`src/socket_ctl_pkg.sv`:
```
// constants for the per-socket power and interrupt/general control registers
// assumes one host clock and a byte-wide register port
package socket_ctl_pkg;
	localparam int          NUM_SOCKETS       = 2;
	// index space: socket 1 copy sits one stride above socket 0
	localparam logic [7:0]  IDX_POWER         = 8'h02;
	localparam logic [7:0]  IDX_INTGEN        = 8'h03;
	localparam logic [7:0]  IDX_SOCKET_STRIDE = 8'h40;
	// memory space offset from the socket register base
	localparam logic [11:0] MEM_INTGEN        = 12'h803;
	localparam logic        SPACE_INDEX       = 1'b0;
	localparam logic        SPACE_MEMORY      = 1'b1;
	// power register layout
	localparam int          POW_OE_BIT        = 7;
	localparam int          POW_VCC_LSB       = 3;
	localparam int          POW_VPP_LSB       = 0;
	localparam logic [7:0]  POW_WRITE_MASK    = 8'h9b;
	localparam logic [7:0]  POW_RESET         = 8'h00;
	// interrupt and general control layout
	localparam int          IG_RING_BIT       = 7;
	localparam int          IG_RESET_BIT      = 6;
	localparam int          IG_KIND_BIT       = 5;
	localparam int          IG_ROUTE_BIT      = 4;
	localparam int          IG_SEL_LSB        = 0;
	localparam logic [7:0]  IG_RESET          = 8'h00;
	// supply and programming voltage codes
	localparam logic [1:0]  VCC_OFF           = 2'b00;
	localparam logic [1:0]  VCC_5V            = 2'b10;
	localparam logic [1:0]  VCC_3V            = 2'b11;
	localparam logic [1:0]  VPP_OFF           = 2'b00;
	localparam logic [1:0]  VPP_VCC           = 2'b01;
	localparam logic [1:0]  VPP_12V           = 2'b10;
	// interrupt select codes
	localparam logic [3:0]  IRQ_SEL_NONE      = 4'h0;
	localparam logic [3:0]  IRQ_SEL_SMI       = 4'h2;
	localparam logic [7:0]  RDATA_RESET       = 8'h00;
endpackage

```
`src/socket_power_irq_control.sv`:
```
// per-socket power control and interrupt/general control registers for two sockets
// assumes a same-clock register port; card pins arrive asynchronously
`timescale 1ns/10ps

// How it works
// - bit 7 drives the 16-bit socket output enable, CARD_OUTPUT_ENABLE
// - power bits 6-5 and 2 read zero
// - bits 4-3 pick supply: off, 5V, 3V
// - bits 1-0 pick programming voltage
// - programming voltage ignored unless supply on
// - bit 7 turns battery pin into ring
// - bit 6 low holds 16-bit card reset
// - bit 5 marks memory or I/O card
// - bit 4 sends status change to bus
// - bits 3-0 route card functional interrupt
// - second socket copy sits 40h higher
// - control register also at base plus 803h
// - power-on flag follows programmed supply
// - unrouted status change uses its select field
module socket_power_irq_control (
	input  wire logic                                         CLK,
	input  wire logic                                         RST_B,
	input  wire logic                                         REG_WR,
	input  wire logic                                         REG_RD,
	input  wire logic                                         REG_SPACE,
	input  wire logic                                         REG_SOCKET,
	input  wire logic [11:0]                                  REG_ADDR,
	input  wire logic [7:0]                                   REG_WDATA,
	output logic      [7:0]                                   REG_RDATA,
	input  wire logic [socket_ctl_pkg::NUM_SOCKETS-1:0]       BATTERY_DETECT1_RING_PIN,
	input  wire logic [socket_ctl_pkg::NUM_SOCKETS-1:0]       CARD_IRQ_PIN,
	input  wire logic [socket_ctl_pkg::NUM_SOCKETS-1:0]       CARD_IS_32BIT,
	input  wire logic [socket_ctl_pkg::NUM_SOCKETS-1:0]       STATUS_CHANGE_EVENT,
	input  wire logic [4*socket_ctl_pkg::NUM_SOCKETS-1:0]     STATUS_CHANGE_IRQ_SELECT,
	output logic      [socket_ctl_pkg::NUM_SOCKETS-1:0]       CARD_OUTPUT_ENABLE,
	output logic      [2*socket_ctl_pkg::NUM_SOCKETS-1:0]     CARD_SUPPLY_REQUEST,
	output logic      [2*socket_ctl_pkg::NUM_SOCKETS-1:0]     PROGRAM_VOLTAGE_REQUEST,
	output logic      [socket_ctl_pkg::NUM_SOCKETS-1:0]       SOCKET_POWER_ON_FLAG,
	output logic      [socket_ctl_pkg::NUM_SOCKETS-1:0]       CARD_RESET,
	output logic      [socket_ctl_pkg::NUM_SOCKETS-1:0]       SOCKET_CARD_KIND,
	output logic      [socket_ctl_pkg::NUM_SOCKETS-1:0]       RING_INDICATE_ENABLE,
	output logic      [socket_ctl_pkg::NUM_SOCKETS-1:0]       RING_INDICATE,
	output logic      [socket_ctl_pkg::NUM_SOCKETS-1:0]       BATTERY_DETECT1,
	output logic      [socket_ctl_pkg::NUM_SOCKETS-1:0]       BUS_INT,
	output logic      [15:0]                                  IRQ_LINES,
	output logic                                              SMI
);
	import socket_ctl_pkg::*;

	typedef logic [7:0] byte_t;

	byte_t                       power_r  [NUM_SOCKETS];
	byte_t                       intgen_r [NUM_SOCKETS];
	logic [NUM_SOCKETS-1:0]      bvd_meta_r;
	logic [NUM_SOCKETS-1:0]      bvd_sync_r;
	logic [NUM_SOCKETS-1:0]      irq_meta_r;
	logic [NUM_SOCKETS-1:0]      irq_sync_r;
	logic                        hit;
	logic                        hit_intgen;
	logic                        hit_sock;
	logic [15:0]                 lines_nxt;
	logic                        smi_nxt;
	logic [NUM_SOCKETS-1:0]      bus_nxt;

	// address decode: {hit, selects intgen, socket}
	function automatic logic [2:0] decode(input logic space, input logic sock,
		input logic [11:0] addr);
		logic [2:0] res;
		res = 3'b000;
		if (space == SPACE_MEMORY) begin
			if (addr == MEM_INTGEN)
				res = {1'b1, 1'b1, sock};
		end else if (addr[11:8] == 4'h0) begin
			// index 00h-3fh socket 0, 40h-7fh socket 1
			if ((addr[7:0] & ~IDX_SOCKET_STRIDE) == IDX_POWER)
				res = {1'b1, 1'b0, addr[6]};
			else if ((addr[7:0] & ~IDX_SOCKET_STRIDE) == IDX_INTGEN)
				res = {1'b1, 1'b1, addr[6]};
		end
		return res;
	endfunction

	// select code to {smi, legacy lines}; line 2 is never a legacy target
	function automatic logic [16:0] route(input logic [3:0] sel, input logic req);
		logic [16:0] res;
		res = 17'h00000;
		if (req && sel == IRQ_SEL_SMI)
			res[16] = 1'b1;
		else if (req && sel != IRQ_SEL_NONE)
			res[sel] = 1'b1;
		return res;
	endfunction

	function automatic logic supply_on(input logic [1:0] vcc);
		return (vcc == VCC_5V) || (vcc == VCC_3V);
	endfunction

	assign {hit, hit_intgen, hit_sock} = decode(REG_SPACE, REG_SOCKET, REG_ADDR);

	// two-flop synchronisers for the card pins
	always_ff @(posedge CLK or negedge RST_B) begin
		if (!RST_B) begin
			bvd_meta_r <= '0;
			bvd_sync_r <= '0;
			irq_meta_r <= '0;
			irq_sync_r <= '0;
		end else begin
			bvd_meta_r <= BATTERY_DETECT1_RING_PIN;
			bvd_sync_r <= bvd_meta_r;
			irq_meta_r <= CARD_IRQ_PIN;
			irq_sync_r <= irq_meta_r;
		end
	end

	// register writes
	always_ff @(posedge CLK or negedge RST_B) begin
		if (!RST_B) begin
			for (int s = 0; s < NUM_SOCKETS; s++) begin
				power_r[s]  <= POW_RESET;
				intgen_r[s] <= IG_RESET;
			end
		end else if (REG_WR && hit) begin
			if (hit_intgen)
				intgen_r[hit_sock] <= REG_WDATA;
			else
				power_r[hit_sock] <= REG_WDATA & POW_WRITE_MASK;
		end
	end

	// register reads, one cycle after the strobe; unmapped reads give zero
	always_ff @(posedge CLK or negedge RST_B) begin
		if (!RST_B) begin
			REG_RDATA <= RDATA_RESET;
		end else if (REG_RD) begin
			if (!hit)
				REG_RDATA <= RDATA_RESET;
			else if (hit_intgen)
				REG_RDATA <= intgen_r[hit_sock];
			else
				REG_RDATA <= power_r[hit_sock] & POW_WRITE_MASK;
		end
	end

	// power outputs
	always_ff @(posedge CLK or negedge RST_B) begin
		if (!RST_B) begin
			CARD_OUTPUT_ENABLE      <= '0;
			CARD_SUPPLY_REQUEST     <= '0;
			PROGRAM_VOLTAGE_REQUEST <= '0;
			SOCKET_POWER_ON_FLAG    <= '0;
		end else begin
			for (int s = 0; s < NUM_SOCKETS; s++) begin
				logic [1:0] vcc;
				logic [1:0] vpp;
				vcc = power_r[s][POW_VCC_LSB +: 2];
				vpp = power_r[s][POW_VPP_LSB +: 2];
				CARD_OUTPUT_ENABLE[s] <= power_r[s][POW_OE_BIT];
				// reserved supply code 01 falls back to off
				CARD_SUPPLY_REQUEST[2*s +: 2] <= supply_on(vcc) ? vcc : VCC_OFF;
				SOCKET_POWER_ON_FLAG[s] <= supply_on(vcc);
				if (!supply_on(vcc))
					PROGRAM_VOLTAGE_REQUEST[2*s +: 2] <= VPP_OFF;
				else if (vpp == VPP_VCC || vpp == VPP_12V)
					PROGRAM_VOLTAGE_REQUEST[2*s +: 2] <= vpp;
				else
					PROGRAM_VOLTAGE_REQUEST[2*s +: 2] <= VPP_OFF;
			end
		end
	end

	// card control outputs; reset starts asserted
	always_ff @(posedge CLK or negedge RST_B) begin
		if (!RST_B) begin
			CARD_RESET           <= '1;
			SOCKET_CARD_KIND     <= '0;
			RING_INDICATE_ENABLE <= '0;
			RING_INDICATE        <= '0;
			BATTERY_DETECT1      <= '0;
		end else begin
			for (int s = 0; s < NUM_SOCKETS; s++) begin
				// 32-bit cards drop the 16-bit reset from the next clock; RST_B low asserts it on every socket
				CARD_RESET[s] <= !CARD_IS_32BIT[s] && !intgen_r[s][IG_RESET_BIT];
				SOCKET_CARD_KIND[s]     <= intgen_r[s][IG_KIND_BIT];
				RING_INDICATE_ENABLE[s] <= intgen_r[s][IG_RING_BIT];
				RING_INDICATE[s]   <= intgen_r[s][IG_RING_BIT] && bvd_sync_r[s];
				BATTERY_DETECT1[s] <= !intgen_r[s][IG_RING_BIT] && bvd_sync_r[s];
			end
		end
	end

	// interrupt routing, combined over both sockets
	always_comb begin
		logic [16:0] r;
		r         = 17'h00000;
		lines_nxt = 16'h0000;
		smi_nxt   = 1'b0;
		bus_nxt   = '0;
		for (int s = 0; s < NUM_SOCKETS; s++) begin
			// functional interrupt only from I/O cards
			r = route(intgen_r[s][IG_SEL_LSB +: 4],
				irq_sync_r[s] && intgen_r[s][IG_KIND_BIT]);
			lines_nxt = lines_nxt | r[15:0];
			smi_nxt   = smi_nxt | r[16];
			if (intgen_r[s][IG_ROUTE_BIT]) begin
				bus_nxt[s] = STATUS_CHANGE_EVENT[s];
			end else begin
				r = route(STATUS_CHANGE_IRQ_SELECT[4*s +: 4],
					STATUS_CHANGE_EVENT[s]);
				lines_nxt = lines_nxt | r[15:0];
				smi_nxt   = smi_nxt | r[16];
			end
		end
	end

	always_ff @(posedge CLK or negedge RST_B) begin
		if (!RST_B) begin
			IRQ_LINES <= 16'h0000;
			SMI       <= 1'b0;
			BUS_INT   <= '0;
		end else begin
			IRQ_LINES <= lines_nxt;
			SMI       <= smi_nxt;
			BUS_INT   <= bus_nxt;
		end
	end
endmodule

```
`config.mk`:
```
export PLATFORM = sky130hd
export DESIGN_NAME = socket_power_irq_control
export DESIGN_NICKNAME = d
export VERILOG_FILES = /design/src/socket_ctl_pkg.sv /design/src/socket_power_irq_control.sv
export SDC_FILE = /design/constraint.sdc
export NUM_CORES = 1
export LEC_CHECK = 0
export BUFFER_PORTS_ARGS = -buffer_cell sky130_fd_sc_hd__buf_4
export CORE_MARGIN = 2
export CORE_UTILIZATION = 56
export DETAILED_ROUTE_END_ITERATION = 10
export HOLD_SLACK_MARGIN = 0.08
export PLACE_DENSITY = 0.93
export SETUP_SLACK_MARGIN = 0.5
export SYNTH_ARGS = -nofsm -noshare
export SYNTH_HDL_FRONTEND = slang
export SYNTH_SLANG_ARGS = --single-unit
```
`constraint.sdc`:
```
create_clock -name CLK -period 2.05 [get_ports CLK]
set_input_delay 0.205 -clock CLK [delete_from_list [all_inputs] [get_ports CLK]]
set_output_delay 0.205 -clock CLK [all_outputs]
set_load 0.03 [all_outputs]
```
* After elaboration in Yosys (flattened, before gate mapping)
Cells that the tools add are included.
** Storage, ports and cells
- Bits in registers :: 89
- Bits in latches :: 0
- Memory bits (writable) :: 0
- Bits in read-only memories :: 0
- Bits of input ports :: 42
- Memories :: 0
** Operators by class
- $add $sub $neg :: 0
- Multipliers :: 0
- Div/mod/pow operators :: 0
- Magnitude comparators :: 10
- Eq/ne operators :: 15
- Shift operators :: 0
- Mux-type cells :: 53
- Bitwise gates (word level) :: 8
- Reduce and logical (&&, ||, !) cells :: 39
** Operator list (count)
- two-way mux 16 bit :: 12
- two-way mux 8 bit :: 9
- OR 16 bit :: 3
- bitwise mux 16 bit :: 2
- < comparator 4 x 6 -> 1 bit, second input constant :: 4
- logical AND 1 bit :: 22
- demux 1 bit (select 4 bit) :: 4
- equality test 4 x 2 -> 1 bit, second input constant :: 4
- greater-or-equal comparator 4 x 1 -> 1 bit, second input constant :: 4
- nonzero test 4 bit :: 4
- two-way mux 3 bit :: 5
- equality test 7 x 2 -> 1 bit, second input constant :: 2
- two-way mux 1 bit :: 14
- equality test 12 bit, second input constant :: 1
- equality test 2 bit, second input constant :: 6
- two-way mux 2 bit :: 6
- demux 8 bit (select 1 bit) :: 1
- logical NOT 1 bit :: 6
- equality test 2 x 1 -> 1 bit, second input constant :: 2
- logical NOT 4 bit :: 1
- logical OR 1 bit :: 4
- AND reduction 2 bit :: 2
- OR 1 bit :: 3
- greater-or-equal comparator 2 bit, second input constant :: 1
- other kinds (3) :: 3

* Longest topological paths before layout
Gate-level depths: netlist of the first run.
- Depth after elaboration :: 12
- Gate-level depth with buffers :: 6

* Least setup slack after synthesis of the first run
Ideal clock, no wire load.
- Path kind :: input -> register
- From :: input port REG_ADDR[3]
- To :: register intgen_r[0] (netlist name)
- Setup time :: 0.125 ns
- Data arrival time :: 1.775 ns
- Required time :: 1.925 ns
- Setup slack :: 0.150 ns
- Cell stages on the path :: 5
- Path buffers :: 0
- Cell sequence :: or4b_4 nor3_4 nand2_4 nor3b_4 mux2_2
** Between the ends
- Cells in the longest elaborated chain, start to end :: 11
** Ends and longest elaborated chain
- from (decl) :: RTL line socket_power_irq_control.sv:27 : input wire logic [11:0] REG_ADDR,
- equality test 7 x 2 -> 1 bit :: RTL line socket_power_irq_control.sv:77 : else if ((addr[7:0] & ~IDX_SOCKET_STRIDE) == IDX_INTGEN)
- two-way mux 3 bit :: RTL line socket_power_irq_control.sv:77
- two-way mux 3 bit :: RTL line socket_power_irq_control.sv:75 : if ((addr[7:0] & ~IDX_SOCKET_STRIDE) == IDX_POWER)
- two-way mux 3 bit :: RTL line socket_power_irq_control.sv:73 : end else if (addr[11:8] == 4'h0) begin
- two-way mux 3 bit (*) :: RTL line socket_power_irq_control.sv:70 : if (space == SPACE_MEMORY) begin
- NOT 1 -> 2 bit (implied by the code) :: RTL line socket_power_irq_control.sv:124 : intgen_r[hit_sock] <= REG_WDATA;
- greater-or-equal comparator 2 bit (implied by the code) / < comparator 2 x 1 -> 1 bit (equally long branches) :: RTL line socket_power_irq_control.sv:124
- logical AND 1 bit (implied by the code) :: RTL line socket_power_irq_control.sv:124
- two-way mux 8 bit (implied by the code) :: RTL line socket_power_irq_control.sv:124
- demux 8 bit (select 1 bit) :: RTL line socket_power_irq_control.sv:124
- bitwise mux 16 bit :: RTL line socket_power_irq_control.sv:124
- to (signal, indexed assignment) :: RTL line socket_power_irq_control.sv:120 : intgen_r[s] <= IG_RESET;
- to (signal, indexed assignment) :: RTL line socket_power_irq_control.sv:124
- to (decl) :: RTL line socket_power_irq_control.sv:53 : byte_t intgen_r [NUM_SOCKETS];
Mark *: on every way between the ends. The rest lies on a longest branch, timed or not.
A chain may end at the register's enable or synchronous reset.

* Worst setup path in the final report of the first run
- From :: input port REG_ADDR[3]
- To :: register power_r[0] (netlist name)
** Between the ends
- Cells in the longest elaborated chain, start to end :: 11
** Ends and longest elaborated chain
- equality test 7 x 2 -> 1 bit :: RTL line socket_power_irq_control.sv:77
- two-way mux 3 bit :: RTL line socket_power_irq_control.sv:77
- two-way mux 3 bit :: RTL line socket_power_irq_control.sv:75
- two-way mux 3 bit :: RTL line socket_power_irq_control.sv:73
- two-way mux 3 bit (*) :: RTL line socket_power_irq_control.sv:70
- NOT 1 -> 2 bit (implied by the code) :: RTL line socket_power_irq_control.sv:126 : power_r[hit_sock] <= REG_WDATA & POW_WRITE_MASK;
- greater-or-equal comparator 2 bit (implied by the code) / < comparator 2 x 1 -> 1 bit (equally long branches) :: RTL line socket_power_irq_control.sv:126
- logical AND 1 bit (implied by the code) :: RTL line socket_power_irq_control.sv:126
- two-way mux 8 bit (implied by the code) :: RTL line socket_power_irq_control.sv:126
- demux 8 bit (select 1 bit) :: RTL line socket_power_irq_control.sv:126
- bitwise mux 16 bit :: RTL line socket_power_irq_control.sv:126
- to (signal, indexed assignment) :: RTL line socket_power_irq_control.sv:126
- to (decl) :: RTL line socket_power_irq_control.sv:52 : byte_t power_r [NUM_SOCKETS];
Marks and branches as above.

==> impl_metrics.tcl, run 1 <==
set metrics [dict create \
    leakage_nw 2.24 \
    core.rowCount 28 \
    finalWirelength_um 8490 \
    insertedDiodeCount 0 \
    yosys.area.top_type_share_pct 59.0 \
    yosys-top-cells-area "dfrtp_1 59%, mux2_2 8.2%, mux2i_1 3.8%, o221ai_1 3.1%, nor2_1 1.6%" \
    tns_ns 0 \
    cts_buffers 9 \
    post-route-min-period_ns 1.68 \
    io_pins 91 \
    dieArea_um2 6780 \
    yosysUniqueCellTypes 46 \
    cts.htree.levels 3 \
    final_net_count 407 \
    drc 0 \
    grt_setup_unrepaired "yes" \
    use_met2_pct 46.4 \
    cellPowerDensity_nw_per_um2 690 \
    yosysMostFrequentCell "dfrtp_1" \
    crit_path_max_fanout 5 \
    synth-main-ff-cell "dfrtp_1" \
    reg2reg_depth 3 \
    coreArea_um2 5920 \
    max_freq_mhz 596 \
    status "finished, final reports clean" \
    finClkSkew_ns 0.00746 \
    cts_tree "built" \
    clk_latency_ns 0.36 \
    cts_setup_buffers 0 \
    hold_ws_ns 0.0907 \
    worstMarginPinSlew_ns 0.571 \
    synth_common_cells "81 x dfrtp_1, 25 x mux2_2, 15 x nor2_1, 13 x mux2i_1, 12 x o221ai_1" \
    drt_iter0_drc 346 \
    dr.pass1.iters 5 \
    dp_hpwl_um 5690 \
    antenna_found_initial 0 \
    grtUsageMet1_pct 32.3 \
    grt.overflow.total 0 \
    vdd_drop_max_uv 540 \
    vias 2700 \
    clock_path_buffers 2 \
    port_buffers 90 \
    syn_avg_cell_area_um2 13.3 \
    hp-class "input port to flip-flop" \
    drv_cap 0 \
    grt_pass1_wl_um 13200 \
    n_fill_cell 370 \
    cts_sinks 83 \
    criticalPathCategory "input port to flip-flop" \
    grt_pass1_vias 2654 \
    cp-start-kind "input port" \
    die_w_um 82.3 \
    start_util_pct 58.0 \
    synth_cells 259 \
    final.period_utilization_pct 81.9 \
    synth_area_leader_cell "dfrtp_1" \
    setup_viol 0 \
    antenna_left 0 \
    hold_viol_final 0 \
    place_congestion 0.975 \
    async_flop_share_pct 100 \
    critPathArrivalTime_ns 1.92 \
    synth-edff-count 0 \
    maxSlewViolCount 0 \
    drive_above_1_share_pct 40.5 \
    vias_per_cell 6.07 \
    worstSetupEndpointType "flip-flop" \
    clockRootBuffer "clkbuf_8" \
    ys_warn_count 0 \
    whs_path_depth 2 \
    grtUsageTotal_pct 26.9 \
    busiest_layer "met2" \
    grt_max_degree 46 \
    synth_seq_cells 83 \
    slew_headroom_pct 61.6 \
    syn_to_final_growth_pct 33.9 \
    clk_pin_slew_ns 0.08 \
    synth_seq_area_share_pct 60.5 \
    netlist_area_um2 3430 \
    met3_usage_pct 5.98 \
    wl_per_cell_um 19.1 \
    die_h_um 82.3 \
    required_ns 2.29 \
]
-- cells by family (layout without fill, tap and decap cells) --
| family | Yosys count | count (layout) | synth area share [%] |
|---|---|---|---|
| flip-flops | 83 | 83 | 60.5 |
| AND/OR/NAND/NOR | 82 | 82 | 15.9 |
| AO/OA/AOI/OAI | 42 | 42 | 9.91 |
| multiplexers | 38 | 38 | 12.0 |
| buffers and inverters | 13 | 123 | 1.57 |
| other | 1 | 2 | 0.109 |
-- worst max-delay path: stages --
cell and delay (ns):
buf_6 0.09, or4b_4 0.53, nor3_4 0.24, nand2_4 0.13
nor4_4 0.19, buf_6 0.19, mux2_2 0.35
-- metal layers --
layer,share of wire [%],up-vias
met3,7.9,40
met4,3.7,0
met2,52,171
met1,36,1313
li1,-,1176
met5,0,-
-- cell usage in the layout, fill, tap and decap left out, types with 3 or more instances in the layout --
master / netlist / layout
o221ai_1: 12 / 12
nand3_1: 5 / 5
dfrtp_1: 81 / 81
nor3_1: 4 / 4
buf_6: 0 / 5
a221o_1: 5 / 5
mux2_2: 25 / 12
nand2_1: 11 / 11
nor2b_1: 8 / 8
mux2i_1: 13 / 13
o32ai_1: 3 / 3
clkbuf_8: 0 / 9
nor2_1: 15 / 15
inv_1: 4 / 4
a31oi_1: 4 / 4
buf_4: 1 / 89
and3b_1: 3 / 3
nand2b_1: 7 / 7
nand3b_1: 3 / 3
dlygate4sd3_1: 0 / 7
mux2_4: 0 / 13
and2_1: 6 / 6
o22ai_1: 6 / 6
-- per-stage QoR --
stage | util [%] | instances | power, W | instance area (µm²) | worst slack, ns
6_report | 77.7 | 445 | 0.00317 | 4600 | 0.371
5_1_grt | 77.7 | 445 | 0.00328 | 4600 | 0.304
4_1_cts | 77.3 | 445 | 0.00318 | 4580 | 0.375
3_5_place_dp | 72.1 | 422 | 0.00194 | 4270 | -0.00738
3_3_place_gp | 72.1 | 422 | 0.00193 | 4270 | 0.0502
2_1_floorplan | - | 260 | 0.00179 | 3470 | 0.168
-- path summary, 6_finish.rpt --
kind | start | end | slack, ns
hold / removal | REG_WDATA[5] | intgen_r[13] | 0.09
setup reg to reg | intgen_r[12] | IRQ_LINES[4] | 0.60
setup / recovery | REG_ADDR[3] | power_r[0] | 0.37
hold reg to reg | bvd_meta_r[0] | bvd_sync_r[0] | 0.35
min in group asynchronous | RST_B | bvd_meta_r[1] | 0.42
max in group asynchronous | RST_B | CARD_RESET[0] | 0.96
-- cell type report --
| type | instances | area, µm² | share of cell area (%) |
|---|---|---|---|
| Inverter | 4 | 15.0 | 0.326 |
| Sequential cell | 83 | 2080 | 45.2 |
| Multi-Input combinational cell | 164 | 1370 | 29.7 |
| Clock inverter | 5 | 78.8 | 1.71 |
| Tap cell | 75 | 93.8 | 2.04 |
| Timing Repair Buffer | 103 | 835 | 18.1 |
| Clock buffer | 11 | 131 | 2.86 |
-- timing repair --
action | CTS | global route
hold endpoints to repair | 50 | 0
hold buffers | 7 | 0
setup endpoints to repair | 31 | 37
resized for setup | 7 | 5
-- flip-flops by register name (all words and copies together), names as in the netlist, 4 cells and up --
name                     cells
REG_RDATA                    8
IRQ_LINES                   16
CARD_SUPPLY_REQUEST          4
intgen_r                    16
power_r                     10
PROGRAM_VOLTAGE_REQUEST      4
-- power breakdown --
part / total [W] / internal [W] / leakage, nW / switching [W]
combinational: 0.000254 / 0.000113 / 1.01 / 0.000141
clock: 0.00125 / 0.000685 / 0.107 / 0.000562
sequential: 0.00167 / 0.00166 / 1.12 / 0.00000975
(Power assumes the default switching activity.)
==> inputs of run 2 (changes only) <==
- ABC_AREA: unset -> 1
- CORE_UTILIZATION: 56 -> 53
- PLACE_DENSITY: 0.93 -> 0.88
- clock period: 2.05 -> 1.6 ns (I/O delays scaled with it)
==> impl_metrics.tcl, run 2 <==
set metrics [dict create \
    clockRootBuffer "clkbuf_8" \
    p_switching_w 0.00114 \
    cts_tree "built" \
    cts_buffers 9 \
    critPathArrivalTime_ns 1.50 \
    post-route-min-period_ns 1.25 \
    status "finished, final reports clean" \
    cp-start-kind "input port" \
    grt_max_degree 44 \
    hp-class "input port to flip-flop" \
    drc 0 \
    n_fill_cell 323 \
    yosysMostFrequentCell "nand2_1" \
    syn_avg_cell_area_um2 8.43 \
    core.rowCount 30 \
    timing.rr.start "intgen_r[5]" \
    netlist_area_um2 3720 \
    port_buffers 90 \
    vdd_drop_max_uv 621 \
    grt_pass1_vias 3807 \
    wl_per_cell_um 19.9 \
    p_seq_share_pct 50.6 \
    grt_pass1_wl_um 18900 \
    synth_seq_cells 83 \
    dieArea_um2 7700 \
    required_ns 1.86 \
    criticalPathCategory "input port to flip-flop" \
    cellPowerDensity_nw_per_um2 735 \
    clk_latency_ns 0.38 \
    cts_sinks 83 \
    clock_power_share_pct 39.8 \
    async_flop_share_pct 100 \
    drt_iter0_drc 530 \
    insertedDiodeCount 0 \
    die_w_um 87.8 \
    worstSetupEndpointType "flip-flop" \
    synth_cells 441 \
    vias 4176 \
    hold_ws_ns 0.134 \
    min_from "STATUS_CHANGE_IRQ_SELECT[6]" \
    slew_headroom_pct 60.6 \
    max_freq_mhz 803 \
    clk_pin_slew_ns 0.10 \
    drv_cap 0 \
    hold_viol_final 0 \
    intPower_w 0.00310 \
    die_h_um 87.8 \
    clock_path_buffers 2 \
    maxSlewViolCount 0 \
    ys_warn_count 0 \
    r2r_end "IRQ_LINES[13]" \
    finalWirelength_um 13800 \
    synth_common_cells "134 x nand2_1, 81 x dfrtp_1, 44 x inv_1, 38 x nor2_1, 35 x nand3_1" \
    tns_ns 0 \
    combPwrFrac_pct 9.7 \
    coreArea_um2 6790 \
    synth_area_leader_cell "dfrtp_1" \
    vias_per_cell 6.03 \
    power_switching_share_pct 26.9 \
    cts.htree.levels 3 \
    setup_viol 0 \
    antenna_left 0 \
    reg_top3 "IRQ_LINES: 16 flops, intgen_r: 16 flops, power_r: 10 flops" \
    yosys.area.top_type_share_pct 54.5 \
    final_net_count 634 \
    rrSetupSlack_ns 0.36 \
    yosys-top-cells-area "dfrtp_1 55%, nand2_1 14%, nand3_1 4.7%, inv_1 4.4%, nor2_1 3.8%" \
    leakage_nw 2.91 \
    finClkSkew_ns 0.0221 \
    grt_setup_unrepaired "yes" \
    dp_hpwl_um 7500 \
    syn_to_final_growth_pct 55.2 \
    grtUsageTotal_pct 32.5 \
    min_to "IRQ_LINES[14]" \
    place_congestion 0.967 \
    yosysUniqueCellTypes 31 \
    grt.overflow.total 0 \
    antenna_found_initial 0 \
    synth-main-ff-cell "dfrtp_1" \
    dr.pass1.iters 6 \
    worstMarginPinSlew_ns 0.587 \
    final.period_utilization_pct 77.8 \
    reg2reg_depth 5 \
    io_pins 91 \
    synth-edff-count 0 \
    layout_commonest_cell "buf_4" \
    mostFrequentLayoutCells "109 x buf_4, 104 x nand2_1, 73 x dfrtp_1, 34 x inv_1, 29 x nand3_1" \
    start_util_pct 54.7 \
    drive_above_1_share_pct 44.2 \
    crit_path_max_fanout 9 \
    synth_seq_area_share_pct 55.9 \
    whs_path_depth 3 \
]
## run 2: critical path: stages
cell and delay, ns:
buf_4 0.12, nor2_4 0.10, nand2_4 0.08, nor2_4 0.16, nand3_2 0.15, nand2_4 0.15, buf_4 0.15, buf_12 0.11
nand2_1 0.05, o21ai_0 0.14, o21ai_1 0.13
## run 2: final cells by class
cell class | instances | area [µm²] | area share [%]
inverters | 48 | 190 | 3.30
repair buffers | 155 | 1350 | 23.4
well taps | 96 | 120 | 2.08
multi-input cells | 295 | 1810 | 31.3
clock inverters | 6 | 76.3 | 1.32
clock buffers | 10 | 138 | 2.39
flip-flops and latches | 83 | 2090 | 36.2
## run 2: how the worst max path moves through the flow
stage / endpoint / slack (ns) / startpoint / cells after the start
3_3_place_gp: REG_RDATA[3] / 0.08 / REG_ADDR[3] / 10
4_1_cts: CARD_RESET[0] / 0.41 / CARD_RESET[0] / 1
5_1_grt: REG_RDATA[5] / 0.26 / REG_ADDR[9] / 11
2_1_floorplan: power_r[0] / 0.39 / REG_ADDR[11] / 8
3_5_place_dp: REG_RDATA[3] / 0.05 / REG_ADDR[11] / 9
6_report: REG_RDATA[6] / 0.35 / REG_ADDR[9] / 11
## run 2: cells by family (layout without fill, tap and decap cells)
family	Yosys count	in the layout	share of synthesized area (%)
AO/OA/AOI/OAI	45	45	7.61
buffers and inverters	64	219	6.93
flip-flops	83	83	55.9
other	1	2	0.101
AND/OR/NAND/NOR	248	248	29.4
## run 2: per-stage QoR
stage / power [W] / area (µm²) / setup WS (ns) / utilization [%] / cells
2_1_floorplan: 0.00229 / 3750 / 0.394 / - / 442
3_3_place_gp: 0.00249 / 4600 / 0.0825 / 67.7 / 628
3_5_place_dp: 0.00250 / 4600 / 0.0488 / 67.7 / 628
4_1_cts: 0.00415 / 5320 / 0.405 / 78.3 / 676
5_1_grt: 0.00436 / 5770 / 0.262 / 84.9 / 693
6_report: 0.00424 / 5770 / 0.354 / 84.9 / 693
## run 2: timing repair
item | CTS | global route
gates resized for setup | 65 | 95
pin swaps | 17 | 36
cloned | 1 | 0
endpoints found under the setup margin | 57 | 62
hold buffers | 17 | 0
buffers inserted | 14 | 17
endpoints found under the hold margin | 51 | 0
## run 2: metal layers
metal / global-route usage, % / wire length (µm)
met2: 51.3 / 6630
met5: 0 / 0
met1: 42.2 / 4750
met4: 16.4 / 949
met3: 7.54 / 1440
## run 2: power by group through the flow
| stage | logic, W | registers, W | clock network [W] |
|---|---|---|---|
| after floorplan | 0.0000721 | 0.00222 | 0 |
| after global placement | 0.000309 | 0.00218 | 0 |
| after detailed placement | 0.000316 | 0.00218 | 0 |
| after CTS | 0.000366 | 0.00214 | 0.00164 |
| after global routing | 0.000439 | 0.00215 | 0.00177 |
| final | 0.000409 | 0.00214 | 0.00169 |
